==> src/ssrfc_pkg.sv <==
// shared constants and types for the start, restart and fire-mode control block
// assumes a 200 MHz core clock and a 32-bit APB register bus
package ssrfc_pkg;

  // ==========================================================================
  // clock and time base
  localparam int unsigned CLK_FREQ_HZ        = 200_000_000;
  localparam int unsigned SEC_PER_TICK       = 1;
  localparam int unsigned RESTART_INTERVAL_S = 20;
  localparam int unsigned RESTART_TICKS      = RESTART_INTERVAL_S / SEC_PER_TICK;
  localparam int unsigned MAX_ATTEMPTS       = 5;

  // ==========================================================================
  // register byte offsets
  localparam logic [7:0] OFS_START_CFG = 8'h00;
  localparam logic [7:0] OFS_FIRE_CFG  = 8'h04;
  localparam logic [7:0] OFS_VF_CFG    = 8'h08;
  localparam logic [7:0] OFS_STATUS    = 8'h0C;
  localparam logic [7:0] OFS_COMMAND   = 8'h10;

  // field positions
  localparam int unsigned FLD_FIRE_POL   = 0;
  localparam int unsigned FLD_FIRE_TYPE  = 1;
  localparam int unsigned FLD_DIN_FUNC   = 8;
  localparam int unsigned FLD_VF_VOLT    = 16;
  localparam int unsigned FLD_ST_CNT     = 3;
  localparam int unsigned FLD_ST_RUN     = 8;
  localparam int unsigned FLD_ST_FAULT   = 9;
  localparam int unsigned FLD_ST_FIRE    = 10;
  localparam int unsigned FLD_ST_ARMED   = 11;
  localparam int unsigned FLD_CMD_FRESET = 0;
  localparam int unsigned FLD_CMD_FDIS   = 1;

  // start mode codes: edge, auto start, then restart with 1..5 attempts
  localparam logic [2:0] MODE_EDGE      = 3'h0;
  localparam logic [2:0] MODE_AUTO      = 3'h1;
  localparam logic [2:0] MODE_RESTART_1 = 3'h2;
  localparam logic [2:0] MODE_RESTART_5 = 3'h6;

  // input functions that carry fire mode
  localparam logic [4:0] DIN_FIRE_A = 5'h0F;
  localparam logic [4:0] DIN_FIRE_B = 5'h10;
  localparam logic [4:0] DIN_FIRE_C = 5'h11;

  // reset values
  localparam logic [2:0]  RST_START_MODE = 3'h0;
  localparam logic        RST_FIRE_POL   = 1'b0;
  localparam logic        RST_FIRE_TYPE  = 1'b0;
  localparam logic [4:0]  RST_DIN_FUNC   = 5'h00;
  localparam logic [15:0] RST_VF_FREQ    = 16'h0000;
  localparam logic [15:0] RST_VF_VOLT    = 16'h0000;

  typedef enum logic [2:0]
  {
    ST_IDLE = 3'b000,
    ST_RUN  = 3'b001,
    ST_WAIT = 3'b010,
    ST_TRIP = 3'b011,
    ST_LOCK = 3'b100
  } ssrfc_state_type;

  typedef struct packed
  {
    logic [2:0]  startMode;
    logic        firePol;
    logic        fireType;
    logic [4:0]  dinFunc;
    logic [15:0] vfFreq;
    logic [15:0] vfVolt;
  } ssrfc_cfg_type;

endpackage

==> src/ssrfc_sec_tick.sv <==
// one-second time base: a single-cycle tick every CYCLES core clocks
// assumes the caller restarts it with clear when a fresh interval begins
`timescale 1ns/1ps
`default_nettype none
module ssrfc_sec_tick
#(
  parameter int unsigned CYCLES = 200_000_000
)
(
  // clock and reset
  input  wire logic core_clk,
  input  wire logic reset_n,
  // control and tick
  input  wire logic clear,
  output var  logic tick_q
);

  localparam int unsigned W = (CYCLES > 1) ? $clog2(CYCLES) : 1;

  logic [W-1:0] cnt_q;

  // ==========================================================================
  // prescaler; clear aligns the interval so the first tick is a full second away
  always_ff @(posedge core_clk or negedge reset_n)
  begin
    if (!reset_n)
    begin
      cnt_q  <= '0;
      tick_q <= 1'b0;
    end
    else if (clear)
    begin
      cnt_q  <= '0;
      tick_q <= 1'b0;
    end
    else if (cnt_q == W'(CYCLES - 1))
    begin
      cnt_q  <= '0;
      tick_q <= 1'b1;
    end
    else
    begin
      cnt_q  <= cnt_q + W'(1);
      tick_q <= 1'b0;
    end
  end

endmodule // ssrfc_sec_tick
`default_nettype wire

==> src/ssrfc_start_ctrl.sv <==
// start mode, automatic restart and fire mode control with an APB register file
// assumes reset_n is the power-on reset; run and fire contacts are asynchronous pins
//
// The placing of the registers and the APB slave port were chosen for this implementation.
`timescale 1ns/1ps
`default_nettype none
module ssrfc_start_ctrl
#(
  parameter int unsigned CYCLES_PER_SEC = ssrfc_pkg::CLK_FREQ_HZ
)
(
  // clock and reset
  input  wire logic        core_clk,
  input  wire logic        reset_n,
  // apb slave
  input  wire logic        psel,
  input  wire logic        penable,
  input  wire logic        pwrite,
  input  wire logic [7:0]  paddr,
  input  wire logic [31:0] pwdata,
  output var  logic [31:0] prdata,
  output var  logic        pready,
  output var  logic        pslverr,
  // contacts and drive events
  input  wire logic        runIn,
  input  wire logic        fireIn,
  input  wire logic        tripIn,
  input  wire logic [15:0] outFreq,
  // drive control outputs
  output var  logic        driveRun_q,
  output var  logic        faultLatched_q,
  output var  logic        fireMode_q,
  output var  logic        vfHit_q,
  output var  logic [15:0] vfVoltage_q
);

  // ==========================================================================
  // declarations
  ssrfc_pkg::ssrfc_cfg_type   cfg_q;
  ssrfc_pkg::ssrfc_state_type state_q;
  ssrfc_pkg::ssrfc_state_type state_d;
  logic        runMeta_q;
  logic        runSync_q;
  logic        fireMeta_q;
  logic        fireSync_q;
  logic [1:0]  settle_q;
  logic        armed_q;
  logic [2:0]  attemptCnt_q;
  logic [4:0]  waitSecs_q;
  logic        fireLatch_q;
  logic        secTick;
  logic        waitStart;
  logic        apbWrite;
  logic        apbSetup;
  logic        faultReset;
  logic        fireDisable;
  logic        fireEnabled;
  logic        fireLevel;
  logic [2:0]  attemptLimit;
  logic        retryDue;
  logic        autoMode;

  // restart attempts allowed by a start mode; zero outside the restart codes
  function automatic logic [2:0] restartLimit(input logic [2:0] mode);
    if (mode >= ssrfc_pkg::MODE_RESTART_1 && mode <= ssrfc_pkg::MODE_RESTART_5)
      restartLimit = mode - 3'h1;
    else
      restartLimit = 3'h0;
  endfunction

  // input functions that include fire mode
  function automatic logic isFireFunc(input logic [4:0] fn);
    isFireFunc = (fn == ssrfc_pkg::DIN_FIRE_A) || (fn == ssrfc_pkg::DIN_FIRE_B)
              || (fn == ssrfc_pkg::DIN_FIRE_C);
  endfunction

  // ==========================================================================
  // pin synchronisers; settle_q hides the reset value, which would look like an open contact
  always_ff @(posedge core_clk or negedge reset_n)
  begin
    if (!reset_n)
    begin
      runMeta_q  <= 1'b0;
      runSync_q  <= 1'b0;
      fireMeta_q <= 1'b0;
      fireSync_q <= 1'b0;
      settle_q   <= 2'h0;
    end
    else
    begin
      runMeta_q  <= runIn;
      runSync_q  <= runMeta_q;
      fireMeta_q <= fireIn;
      fireSync_q <= fireMeta_q;
      settle_q   <= settle_q + {1'b0, !settle_q[1]};
    end
  end

  // ==========================================================================
  // apb slave: one wait-free access phase, read data captured in setup
  assign apbSetup    = psel && !penable;
  assign apbWrite    = psel && penable && pready && pwrite;
  assign faultReset  = apbWrite && (paddr == ssrfc_pkg::OFS_COMMAND)
                    && pwdata[ssrfc_pkg::FLD_CMD_FRESET];
  assign fireDisable = apbWrite && (paddr == ssrfc_pkg::OFS_COMMAND)
                    && pwdata[ssrfc_pkg::FLD_CMD_FDIS];

  always_ff @(posedge core_clk or negedge reset_n)
  begin
    if (!reset_n)
    begin
      pready  <= 1'b0;
      pslverr <= 1'b0;
      prdata  <= 32'h0000_0000;
    end
    else
    begin
      pready  <= apbSetup;
      pslverr <= apbSetup && !(paddr == ssrfc_pkg::OFS_START_CFG
              || paddr == ssrfc_pkg::OFS_FIRE_CFG || paddr == ssrfc_pkg::OFS_VF_CFG
              || paddr == ssrfc_pkg::OFS_STATUS || paddr == ssrfc_pkg::OFS_COMMAND);
      prdata  <= 32'h0000_0000;
      if (apbSetup && !pwrite)
      begin
        case (paddr)
          ssrfc_pkg::OFS_START_CFG: prdata[2:0] <= cfg_q.startMode;
          ssrfc_pkg::OFS_FIRE_CFG:
          begin
            prdata[ssrfc_pkg::FLD_FIRE_POL]                       <= cfg_q.firePol;
            prdata[ssrfc_pkg::FLD_FIRE_TYPE]                      <= cfg_q.fireType;
            prdata[ssrfc_pkg::FLD_DIN_FUNC +: 5]                  <= cfg_q.dinFunc;
          end
          ssrfc_pkg::OFS_VF_CFG:    prdata <= {cfg_q.vfVolt, cfg_q.vfFreq};
          ssrfc_pkg::OFS_STATUS:
          begin
            prdata[2:0]                           <= state_q;
            prdata[ssrfc_pkg::FLD_ST_CNT +: 3]    <= attemptCnt_q;
            prdata[ssrfc_pkg::FLD_ST_RUN]         <= driveRun_q;
            prdata[ssrfc_pkg::FLD_ST_FAULT]       <= faultLatched_q;
            prdata[ssrfc_pkg::FLD_ST_FIRE]        <= fireMode_q;
            prdata[ssrfc_pkg::FLD_ST_ARMED]       <= armed_q;
          end
          default:                  prdata <= 32'h0000_0000;
        endcase
      end
    end
  end

  // configuration registers; writes land at the access edge only
  always_ff @(posedge core_clk or negedge reset_n)
  begin
    if (!reset_n)
    begin
      cfg_q.startMode <= ssrfc_pkg::RST_START_MODE;
      cfg_q.firePol   <= ssrfc_pkg::RST_FIRE_POL;
      cfg_q.fireType  <= ssrfc_pkg::RST_FIRE_TYPE;
      cfg_q.dinFunc   <= ssrfc_pkg::RST_DIN_FUNC;
      cfg_q.vfFreq    <= ssrfc_pkg::RST_VF_FREQ;
      cfg_q.vfVolt    <= ssrfc_pkg::RST_VF_VOLT;
    end
    else if (apbWrite)
    begin
      case (paddr)
        ssrfc_pkg::OFS_START_CFG: cfg_q.startMode <= pwdata[2:0];
        ssrfc_pkg::OFS_FIRE_CFG:
        begin
          cfg_q.firePol  <= pwdata[ssrfc_pkg::FLD_FIRE_POL];
          cfg_q.fireType <= pwdata[ssrfc_pkg::FLD_FIRE_TYPE];
          cfg_q.dinFunc  <= pwdata[ssrfc_pkg::FLD_DIN_FUNC +: 5];
        end
        ssrfc_pkg::OFS_VF_CFG:
        begin
          cfg_q.vfFreq <= pwdata[15:0];
          cfg_q.vfVolt <= pwdata[ssrfc_pkg::FLD_VF_VOLT +: 16];
        end
        default: ;
      endcase
    end
  end

  // ==========================================================================
  // start and restart sequencing
  assign autoMode     = (cfg_q.startMode == ssrfc_pkg::MODE_AUTO);
  assign attemptLimit = restartLimit(cfg_q.startMode);
  assign retryDue     = (waitSecs_q == 5'(ssrfc_pkg::RESTART_TICKS));
  assign waitStart    = (state_q != ssrfc_pkg::ST_WAIT) && (state_d == ssrfc_pkg::ST_WAIT);

  ssrfc_sec_tick #(.CYCLES(CYCLES_PER_SEC)) u_tick
  (
    .core_clk (core_clk),
    .reset_n  (reset_n),
    .clear    (waitStart),
    .tick_q   (secTick)
  );

  always_comb
  begin
    state_d = state_q;
    case (state_q)
      ssrfc_pkg::ST_IDLE:
        if (runSync_q && (autoMode || armed_q))
          state_d = ssrfc_pkg::ST_RUN;
      ssrfc_pkg::ST_RUN:
        if (tripIn)
        begin
          if (attemptLimit == 3'h0)
            state_d = ssrfc_pkg::ST_TRIP;
          else if (attemptCnt_q >= attemptLimit)
            state_d = ssrfc_pkg::ST_LOCK;
          else
            state_d = ssrfc_pkg::ST_WAIT;
        end
        else if (!runSync_q)
          state_d = ssrfc_pkg::ST_IDLE;
      ssrfc_pkg::ST_WAIT:
        if (!runSync_q)
          state_d = ssrfc_pkg::ST_IDLE;
        else if (retryDue)
          state_d = ssrfc_pkg::ST_RUN;
      ssrfc_pkg::ST_TRIP, ssrfc_pkg::ST_LOCK:
        if (faultReset)
          state_d = ssrfc_pkg::ST_IDLE;
      default:
        state_d = ssrfc_pkg::ST_IDLE;
    endcase
  end

  always_ff @(posedge core_clk or negedge reset_n)
  begin
    if (!reset_n)
      state_q <= ssrfc_pkg::ST_IDLE;
    else
      state_q <= state_d;
  end

  // edge arming: a reset or fault reset disarms, an open contact rearms
  always_ff @(posedge core_clk or negedge reset_n)
  begin
    if (!reset_n)
      armed_q <= 1'b0;
    else if (faultReset)
      armed_q <= 1'b0;
    else if (!runSync_q && settle_q[1])
      armed_q <= 1'b1;
    else if (state_q == ssrfc_pkg::ST_RUN)
      armed_q <= 1'b0;
  end

  // attempt counter survives fault resets; only power-on clears it
  always_ff @(posedge core_clk or negedge reset_n)
  begin
    if (!reset_n)
      attemptCnt_q <= 3'h0;
    else if (state_q == ssrfc_pkg::ST_WAIT && state_d == ssrfc_pkg::ST_RUN)
      attemptCnt_q <= attemptCnt_q + 3'h1;
  end

  // seconds spent waiting for the next retry
  always_ff @(posedge core_clk or negedge reset_n)
  begin
    if (!reset_n)
      waitSecs_q <= 5'h00;
    else if (state_q != ssrfc_pkg::ST_WAIT)
      waitSecs_q <= 5'h00;
    else if (secTick && !retryDue)
      waitSecs_q <= waitSecs_q + 5'h01;
  end

  // ==========================================================================
  // fire mode; the latch set wins over a same-cycle disable
  assign fireEnabled = isFireFunc(cfg_q.dinFunc);
  assign fireLevel   = cfg_q.firePol ? fireSync_q : !fireSync_q;

  always_ff @(posedge core_clk or negedge reset_n)
  begin
    if (!reset_n)
      fireLatch_q <= 1'b0;
    else if (fireEnabled && cfg_q.fireType && fireLevel)
      fireLatch_q <= 1'b1;
    else if (fireDisable || !fireEnabled || !cfg_q.fireType)
      fireLatch_q <= 1'b0;
  end

  // ==========================================================================
  // registered outputs
  always_ff @(posedge core_clk or negedge reset_n)
  begin
    if (!reset_n)
    begin
      driveRun_q     <= 1'b0;
      faultLatched_q <= 1'b0;
      fireMode_q     <= 1'b0;
      vfHit_q        <= 1'b0;
      vfVoltage_q    <= 16'h0000;
    end
    else
    begin
      driveRun_q     <= (state_d == ssrfc_pkg::ST_RUN);
      faultLatched_q <= (state_d == ssrfc_pkg::ST_LOCK);
      fireMode_q     <= fireEnabled && (cfg_q.fireType ? (fireLatch_q || fireLevel)
                                                        : fireLevel);
      vfHit_q        <= (outFreq == cfg_q.vfFreq);
      vfVoltage_q    <= (outFreq == cfg_q.vfFreq) ? cfg_q.vfVolt : 16'h0000;
    end
  end

  // ==========================================================================
  // checks
  chk_edge_no_start: assert property (@(posedge core_clk) disable iff (!reset_n)
    state_q == ssrfc_pkg::ST_IDLE && !autoMode && !armed_q |=> state_q != ssrfc_pkg::ST_RUN)
    else $error("edge mode started without a fresh closure");

  chk_auto_start: assert property (@(posedge core_clk) disable iff (!reset_n)
    state_q == ssrfc_pkg::ST_IDLE && autoMode && runSync_q |=> driveRun_q)
    else $error("auto mode did not start on closed run contact");

  chk_retry_spacing: assert property (@(posedge core_clk) disable iff (!reset_n)
    state_q == ssrfc_pkg::ST_WAIT ##1 state_q == ssrfc_pkg::ST_RUN
    |-> $past(waitSecs_q) == 5'(ssrfc_pkg::RESTART_TICKS))
    else $error("retry not spaced by the restart interval");

  chk_attempt_bound: assert property (@(posedge core_clk) disable iff (!reset_n)
    attemptCnt_q <= 3'(ssrfc_pkg::MAX_ATTEMPTS))
    else $error("attempt count beyond maximum");

  chk_lockout_entry: assert property (@(posedge core_clk) disable iff (!reset_n)
    state_q == ssrfc_pkg::ST_RUN && tripIn && attemptLimit != 3'h0
    && attemptCnt_q >= attemptLimit |=> faultLatched_q ##1 (faultLatched_q || $past(faultReset)))
    else $error("final failed attempt did not latch the fault");

  chk_lock_hold: assert property (@(posedge core_clk) disable iff (!reset_n)
    state_q == ssrfc_pkg::ST_LOCK && !faultReset |=> state_q == ssrfc_pkg::ST_LOCK)
    else $error("fault latch released without manual reset");

  chk_count_kept: assert property (@(posedge core_clk) disable iff (!reset_n)
    faultReset && state_q != ssrfc_pkg::ST_WAIT |=> attemptCnt_q == $past(attemptCnt_q))
    else $error("fault reset altered the attempt count");

  chk_fire_gate: assert property (@(posedge core_clk) disable iff (!reset_n)
    !fireEnabled |=> !fireMode_q)
    else $error("fire mode active with a non-fire input function");

  chk_fire_level: assert property (@(posedge core_clk) disable iff (!reset_n)
    fireEnabled && !cfg_q.fireType
    |=> fireMode_q == ($past(cfg_q.firePol) == $past(fireSync_q)))
    else $error("maintained fire mode does not follow the polarised input");

  chk_fire_latched: assert property (@(posedge core_clk) disable iff (!reset_n)
    fireLatch_q && fireEnabled && cfg_q.fireType && !fireDisable ##1 fireEnabled
    && cfg_q.fireType |-> fireMode_q)
    else $error("momentary fire mode dropped while latched");

  chk_vf_point: assert property (@(posedge core_clk) disable iff (!reset_n)
    outFreq == cfg_q.vfFreq |=> vfHit_q && vfVoltage_q == $past(cfg_q.vfVolt))
    else $error("adjustment voltage not applied at the adjustment point");

  chk_no_retry_plain: assert property (@(posedge core_clk) disable iff (!reset_n)
    state_q == ssrfc_pkg::ST_RUN && tripIn && attemptLimit == 3'h0
    |=> state_q == ssrfc_pkg::ST_TRIP)
    else $error("retry scheduled outside restart modes");

  cov_auto_start: cover property (@(posedge core_clk) disable iff (!reset_n)
    state_q == ssrfc_pkg::ST_IDLE && autoMode ##1 driveRun_q);
  cov_retry: cover property (@(posedge core_clk) disable iff (!reset_n)
    state_q == ssrfc_pkg::ST_WAIT ##1 state_q == ssrfc_pkg::ST_RUN);
  cov_lockout: cover property (@(posedge core_clk) disable iff (!reset_n)
    $rose(faultLatched_q));
  cov_fire_latch: cover property (@(posedge core_clk) disable iff (!reset_n)
    $rose(fireLatch_q));

endmodule // ssrfc_start_ctrl
`default_nettype wire

==> config.mk <==
export PLATFORM = sky130hd
export DESIGN_NAME = ssrfc_start_ctrl
export DESIGN_NICKNAME = d
export VERILOG_FILES = /design/src/ssrfc_pkg.sv /design/src/ssrfc_sec_tick.sv /design/src/ssrfc_start_ctrl.sv
export SDC_FILE = /design/constraint.sdc
export NUM_CORES = 1
export LEC_CHECK = 0
export CAP_MARGIN = 5
export CELL_PAD_IN_SITES_DETAIL_PLACEMENT = 0
export CELL_PAD_IN_SITES_GLOBAL_PLACEMENT = 1
export CORE_MARGIN = 8
export CORE_UTILIZATION = 40
export DETAILED_ROUTE_END_ITERATION = 8
export DONT_BUFFER_PORTS = 1
export PLACE_DENSITY = 0.71
export REMOVE_ABC_BUFFERS = 1
export SLEW_MARGIN = 40
export SYNTH_ARGS = -nofsm -noshare
export SYNTH_HDL_FRONTEND = slang
export SYNTH_SLANG_ARGS = --single-unit
==> constraint.sdc <==
create_clock -name core_clk -period 2.4 [get_ports core_clk]
set_input_delay 0.12 -clock core_clk [delete_from_list [all_inputs] [get_ports core_clk]]
set_output_delay 0.12 -clock core_clk [all_outputs]
set_load 0.01 [all_outputs]
-- Yosys cells after proc, flatten, opt, wreduce, memory -nomap -nowiden
Cells that the tools add are included.
- bits in read-only memories: 0
- input port bits: 64
- register bits after elaboration: 144
- output and inout port bits: 54
- memories: 0
- bits in writable memories: 0
- bits in latches: 0
- div/mod/pow operators: 0
- $mul: 0
- muxes and demuxes: 32
- reductions and logical operators: 47
- equality and inequality tests: 19
- shift-type cells: 0
- $add $sub $neg: 5
- bitwise logic cells: 0
- magnitude comparators: 3
- operator list (operator ; number):
    $mux 28 ; 2
    $mux 32 ; 1
    $add 28x1->28 const B ; 1
    $eq 28x28->1 const B ; 1
    $mux 3 ; 9
    $mux 19 ; 1
    $logic_and 1x1->1 ; 18
    $eq 16x16->1 ; 1
    $eq 8x4->1 const B ; 2
    $mux 16 ; 1
    $eq 5x5->1 const B ; 3
    $pmux 3 s4 ; 1
    $pmux 4 s3 ; 1
    $logic_or 1x1->1 ; 10
    $mux 5 ; 2
    $eq 3x1->1 const B ; 3
    $eq 3x2->1 const B ; 3
    $logic_not 1->1 ; 9
    $mux 1 ; 9
    $eq 8x3->1 const B ; 1
    $eq 8x5->1 const B ; 1
    $logic_not 8->1 ; 1
    $pmux 2 s4 ; 1
    $eq 3x3->1 const B ; 2
    18 further kinds ; 22

-- Logic depth before layout (Yosys ltp)
- word-level depth: 11
- gate-level depth with buffers: 13
- mapped depth without buffers: 10

-- By module
From an unflattened synthesis, not the netlist that was laid out.
- cells, all modules: 534
- area, all modules: 6525.0 um^2
- by module, submodules not included (module ; seq. area each (um^2) ; cells each ; instances ; area each (um^2)):
    ssrfc_start_ctrl ; 2877.8 ; 372 ; 1 ; 4927.2
    ssrfc_sec_tick ; 725.7 ; 162 ; 1 ; 1597.8

-- Worst setup path before layout
Ideal clock, no wire load.
- path type: reg2reg
- start point: register cfg_q[40] in the netlist's numbering
- end point: register u_tick.cnt_q[21]
- data arrival time: 2457 ps
- library setup time: 119 ps
- slack: -176 ps
- path buffers: 3
- data required time: 2281 ps
- cell stages (with the launch flop): 12
- period minus slack after synthesis: 2576 ps
- cells stage by stage: dfrtp_1 > clkbuf_1 > inv_1 > ha_1 > a311o_1 > ha_1 > a211oi_1 > o2111a_1 > nand2b_1 > buf_2 > buf_4 > nor2_1
- cells in the longest elaborated chain, start to end: 11
- elaborated cells between the ends (all ways): 18
- ends and longest elaborated chain (element ; RTL line ; text):
    start: declaration ; ssrfc_start_ctrl.sv:39 ; ssrfc_pkg::ssrfc_cfg_type cfg_q;
    $ge 3x2->1 or $le 3x3->1 (tied branches) ; ssrfc_start_ctrl.sv:65 ; if (mode >= ssrfc_pkg::MODE_RESTART_1 && mode <= ssrfc_pkg::MODE_RESTART_5)
    $logic_and 1x1->1 ; ssrfc_start_ctrl.sv:65 ;
    $mux 3 ; ssrfc_start_ctrl.sv:65 ;
    $ge 3x3->1 ; ssrfc_start_ctrl.sv:208 ; else if (attemptCnt_q >= attemptLimit)
    $mux 3 ; ssrfc_start_ctrl.sv:208 ;
    $mux 3 ; ssrfc_start_ctrl.sv:206 ; if (attemptLimit == 3'h0)
    $mux 3 ; ssrfc_start_ctrl.sv:204 ; if (tripIn)
    $pmux 3 s4 (*) ; ssrfc_start_ctrl.sv:199 ; case (state_q)
    $eq 3x2->1 (*) ; ssrfc_start_ctrl.sv:186 ; assign waitStart = (state_q != ssrfc_pkg::ST_WAIT) && (state_d == ssrfc_pkg::ST_WAIT);
    $logic_and 1x1->1 (*) ; ssrfc_start_ctrl.sv:186 ;
    $mux 28 (*) ; ssrfc_sec_tick.sv:31 ; else if (clear)
    end signal: assignment ; ssrfc_sec_tick.sv:43 ; cnt_q <= cnt_q + W'(1);
    end: declaration ; ssrfc_sec_tick.sv:20 ; logic [W-1:0] cnt_q;
Mark *: on every way between the ends. The rest lies on a longest branch, timed or not.
A chain may end at the register's enable or synchronous reset.

-- Worst setup path in the final report
- start point: register cfg_q[40] in the netlist's numbering
- end point: register u_tick.cnt_q[23]
The elaborated chain is that of the path after synthesis.

==> qor.tcl <==
set qor(hold_buffers) 45
set qor(hold_ws_ns) -0.607
set qor(hold_class) {primary input to async pin}
set qor(die_height_um) 141
set qor(finalSetupViolations) 0
set qor(die_width_um) 141
set qor(std_cell_rows) 46
set qor(crit_chain) {inv_2 > ha_1 > a311o_1 > ha_1 > a211oi_2 > o2111a_1 > nand2b_4 > clkbuf_16 > nor2_1}
set qor(tritoncts) {built}
set qor(clk_root_buffer_cell) {sky130_fd_sc_hd__clkbuf_16}
set qor(drive_above_1_share_pct) 18.7
set qor(end_kind) {flop}
set qor(power_density_normalized_to_cell_area_nw_per_um2) 710
set qor(area_delta_synth_final_pct) 22.2
set qor(initial_core_util_pct) 40.3
set qor(design_area_um2) 7680
set qor(post_synth_num_cell_types) 50
set qor(postRouteWirelength_um) 13800
set qor(synth_edf_count) 0
set qor(tightestPinTransition_ns) 0.537
set qor(timing.rr.start) {cfg_q[40]}
set qor(final_hpwl_dp_um) 9260
set qor(leakagePower_uw) 0.00355
set qor(r2r_setup_slack_ns) 0.07
set qor(fmax_ghz) 0.430
set qor(cts-buffers-inserted) 17
set qor(post-route-drc-count) 0
set qor(ys_ff_latch) 144
set qor(ys.flop_type) {sky130_fd_sc_hd__dfrtp_1}
set qor(internal_power_uw) 4250
set qor(synth.largest_area_cell) {sky130_fd_sc_hd__dfrtp_1}
set qor(peakVddDrop_mv) 0.495
set qor(syn_area_per_cell_um2) 12.2
set qor(post-place-ws_ns) -0.0748
set qor(worstSetupStartpoint) {cfg_q[40]}
set qor(worstSetupStartpointType) {flop}
set qor(antenna_found_initial) 0
set qor(placed_area_um2) 6560
set qor(final_hold_viol_count) 144
set qor(slew_violations) 0
set qor(power.clock.fraction_pct) 48.1
set qor(critical-path-slowest-cell) {sky130_fd_sc_hd__dfrtp_1}
set qor(synth.yosys.warnings) 0
set qor(largest_buffer_count_on_any_clock_path) 2
set qor(max_cap_viol_count) 0
set qor(gp_congestion) 0.758
set qor(vias) 3950
set qor(dr.pass1.iters) 5
set qor(grt_start_max_net_pins) 145
set qor(clkSlewWorstSetupHoldPaths_ns) 0.06
set qor(ant_nets) 0
set qor(total_number_of_nets_in_the_final_design) 647
set qor(clock_sinks) 144
set qor(crit_path_end) {u_tick.cnt_q[23]}
set qor(synth.cell_area_um2) 6280
set qor(worst_r2r_path_depth) 9
set qor(number_of_drc_markers_after_the_initial_detailed_route_iteration) 227
set qor(path_common_cell) {sky130_fd_sc_hd__ha_1}
set qor(headroom_to_the_max_slew_limit_pct) 63.9
set qor(fillerInstances) 1350
set qor(worstPathMaxFanout) 8
set qor(p_comb_share_pct) 5.0
set qor(grtUsageTotal_pct) 14.1
set qor(wire_length_of_the_first_global_routing_pass_um) 22000
set qor(yosys-top-cells-area) {sky130_fd_sc_hd__dfrtp_1 57%, sky130_fd_sc_hd__mux2_4 7.2%, sky130_fd_sc_hd__xnor2_1 4.2%}
set qor(grt_overflow_total) 0
set qor(period_minus_slack_ns) 2.33
set qor(power_switching_uw) 1200
set qor(sequential_power_share_pct) 46.9
set qor(critical_path.max_stage_delay_ns) 0.43
set qor(r2r-end) {u_tick.cnt_q[23]}
set qor(num_antenna_cells) 0
set qor(avgViaCountPerCell) 4.94
set qor(synth.top_cells.by_count) {144 x sky130_fd_sc_hd__dfrtp_1, 58 x sky130_fd_sc_hd__nor2_1, 38 x sky130_fd_sc_hd__and2_1, 30 x sky130_fd_sc_hd__mux2_4, 30 x sky130_fd_sc_hd__xnor2_1}
set qor(final_min_period_over_clock_period_pct) 97.0
set qor(synth_top_cell_area_share_pct) 57.3
set qor(most_repeated_cell_in_the_gate_level_netlist_after_synthesis) {sky130_fd_sc_hd__dfrtp_1}
set qor(numPortBuffers) 0
set qor(critical_path_arrival_ns) 2.63
set qor(type_of_the_worst_setup_path) {flop to flop}
set qor(worst_clock_skew_ns) 0.00668
set qor(run_status) {finished, violations left}
set qor(pin_count) 118
set qor(yosysSeqAreaShare_pct) 57.3
set qor(sw_frac_of_total_pct) 22.0
set qor(async_set_reset_flop_share_out_of_synthesis_pct) 100
set qor(setup_ws_ns) 0.0729
set qor(wl_per_cell_um) 17.2
set qor(floorplan.die_area_um2) 20000
set qor(htreeDepth) 4
set qor(violations) {hold timing}
set qor(clk-insertion-delay-late_ns) 0.42
set qor(synth_cells) 513
set qor(first_global_vias) 4172
set qor(cp_data_required_time_ns) 2.71
set qor(core_area_um2) 15600
## cells in the final DEF (no fill, tap or decap), drive strengths merged, types with 7 or more instances in the layout
| master | count |
|---|---|
| a21oi | 13 |
| buf | 12 |
| inv | 18 |
| dfrtp | 144 |
| dlygate4sd3 | 45 |
| xor2 | 17 |
| nand3 | 16 |
| nor2 | 58 |
| nand2 | 19 |
| ha | 11 |
| clkbuf | 18 |
| clkinv | 7 |
| mux2 | 50 |
| and2 | 38 |
| nand4 | 17 |
| xnor2 | 30 |
## metal layers
layer / share of wire (%) / GRT usage, %
met1: 45 / 17.9
met5: 0 / 0
met4: 1.2 / 4.92
met3: 6.6 / 4.10
met2: 47 / 22.5
## worst max-delay path, delay by kind of cell (launching register included)
kind	cells	cell delay [ns]
compound gates	3	0.77
fa+ha+maj	2	0.59
buf+inv	2	0.23
flops	1	0.43
simple gates	2	0.20
## final cells by class
| type | instances | area, um2 | area share [%] |
|---|---|---|---|
| Sequential cell | 144 | 3600 | 46.9 |
| Multi-Input combinational cell | 335 | 2560 | 33.4 |
| Timing Repair Buffer | 58 | 591 | 7.69 |
| Clock buffer | 17 | 425 | 5.54 |
| Tap cell | 216 | 270 | 3.52 |
| Clock inverter | 14 | 165 | 2.15 |
| Inverter | 16 | 60.1 | 0.782 |
## flip-flops by register name (all words and copies together), names as in the netlist, 2 cells and up
| register | flops |
|---|---|
| vfVoltage_q | 16 |
| prdata | 32 |
| u_tick.cnt_q | 28 |
| cfg_q | 42 |
| settle_q | 2 |
| attemptCnt_q | 3 |
| state_q | 3 |
| waitSecs_q | 5 |
## timing repair
item	4_1_cts	5_1_grt
setup endpoints to repair	17	18
pin swaps	0	5
resized for setup	2	5
hold endpoints to repair	207	144
gates cloned	0	1
buffers inserted	0	2
## worst min path at each step
stage,slack (ns),cells after the start,from,end
finish,-0.61,0,reset_n,prdata[9]
global route,-0.63,0,reset_n,prdata[11]
CTS,-0.62,0,reset_n,cfg_q[22]
detailed placement,-0.17,0,reset_n,cfg_q[22]
global placement,-0.17,0,reset_n,cfg_q[30]
floorplan,-0.18,0,reset_n,armed_q
## per-stage QoR
stage	utilization [%]	TNS, ns	instances	total power [uW]	hold WS (ns)
finish	49.2	0	800	5450	-0.607
global route	49.2	-0.00343	800	5660	-0.629
CTS	48.8	0	797	5510	-0.621
detailed placement	42.1	-1.20	721	2800	-0.171
global placement	42.1	0	721	2800	-0.171
floorplan	-	-5.23	495	2740	-0.176
## power groups by stage
stage | logic (uW) | registers, uW | clock network (uW)
global route | 294 | 2570 | 2800
finish | 270 | 2560 | 2620
detailed placement | 200 | 2600 | 0
CTS | 268 | 2560 | 2690
global placement | 198 | 2600 | 0
floorplan | 163 | 2570 | 0
## kinds of logic after synthesis
group | count (synthesis) | share of synthesized area (%)
buffers and inverters | 34 | 2.53
XOR/XNOR | 47 | 6.55
multiplexers | 54 | 11.4
AO/OA/AOI/OAI | 34 | 3.64
adder cells (fa/ha/maj) | 11 | 2.19
AND/OR/NAND/NOR | 189 | 16.3
flip-flops | 144 | 57.3
(Power assumes the default switching activity.)
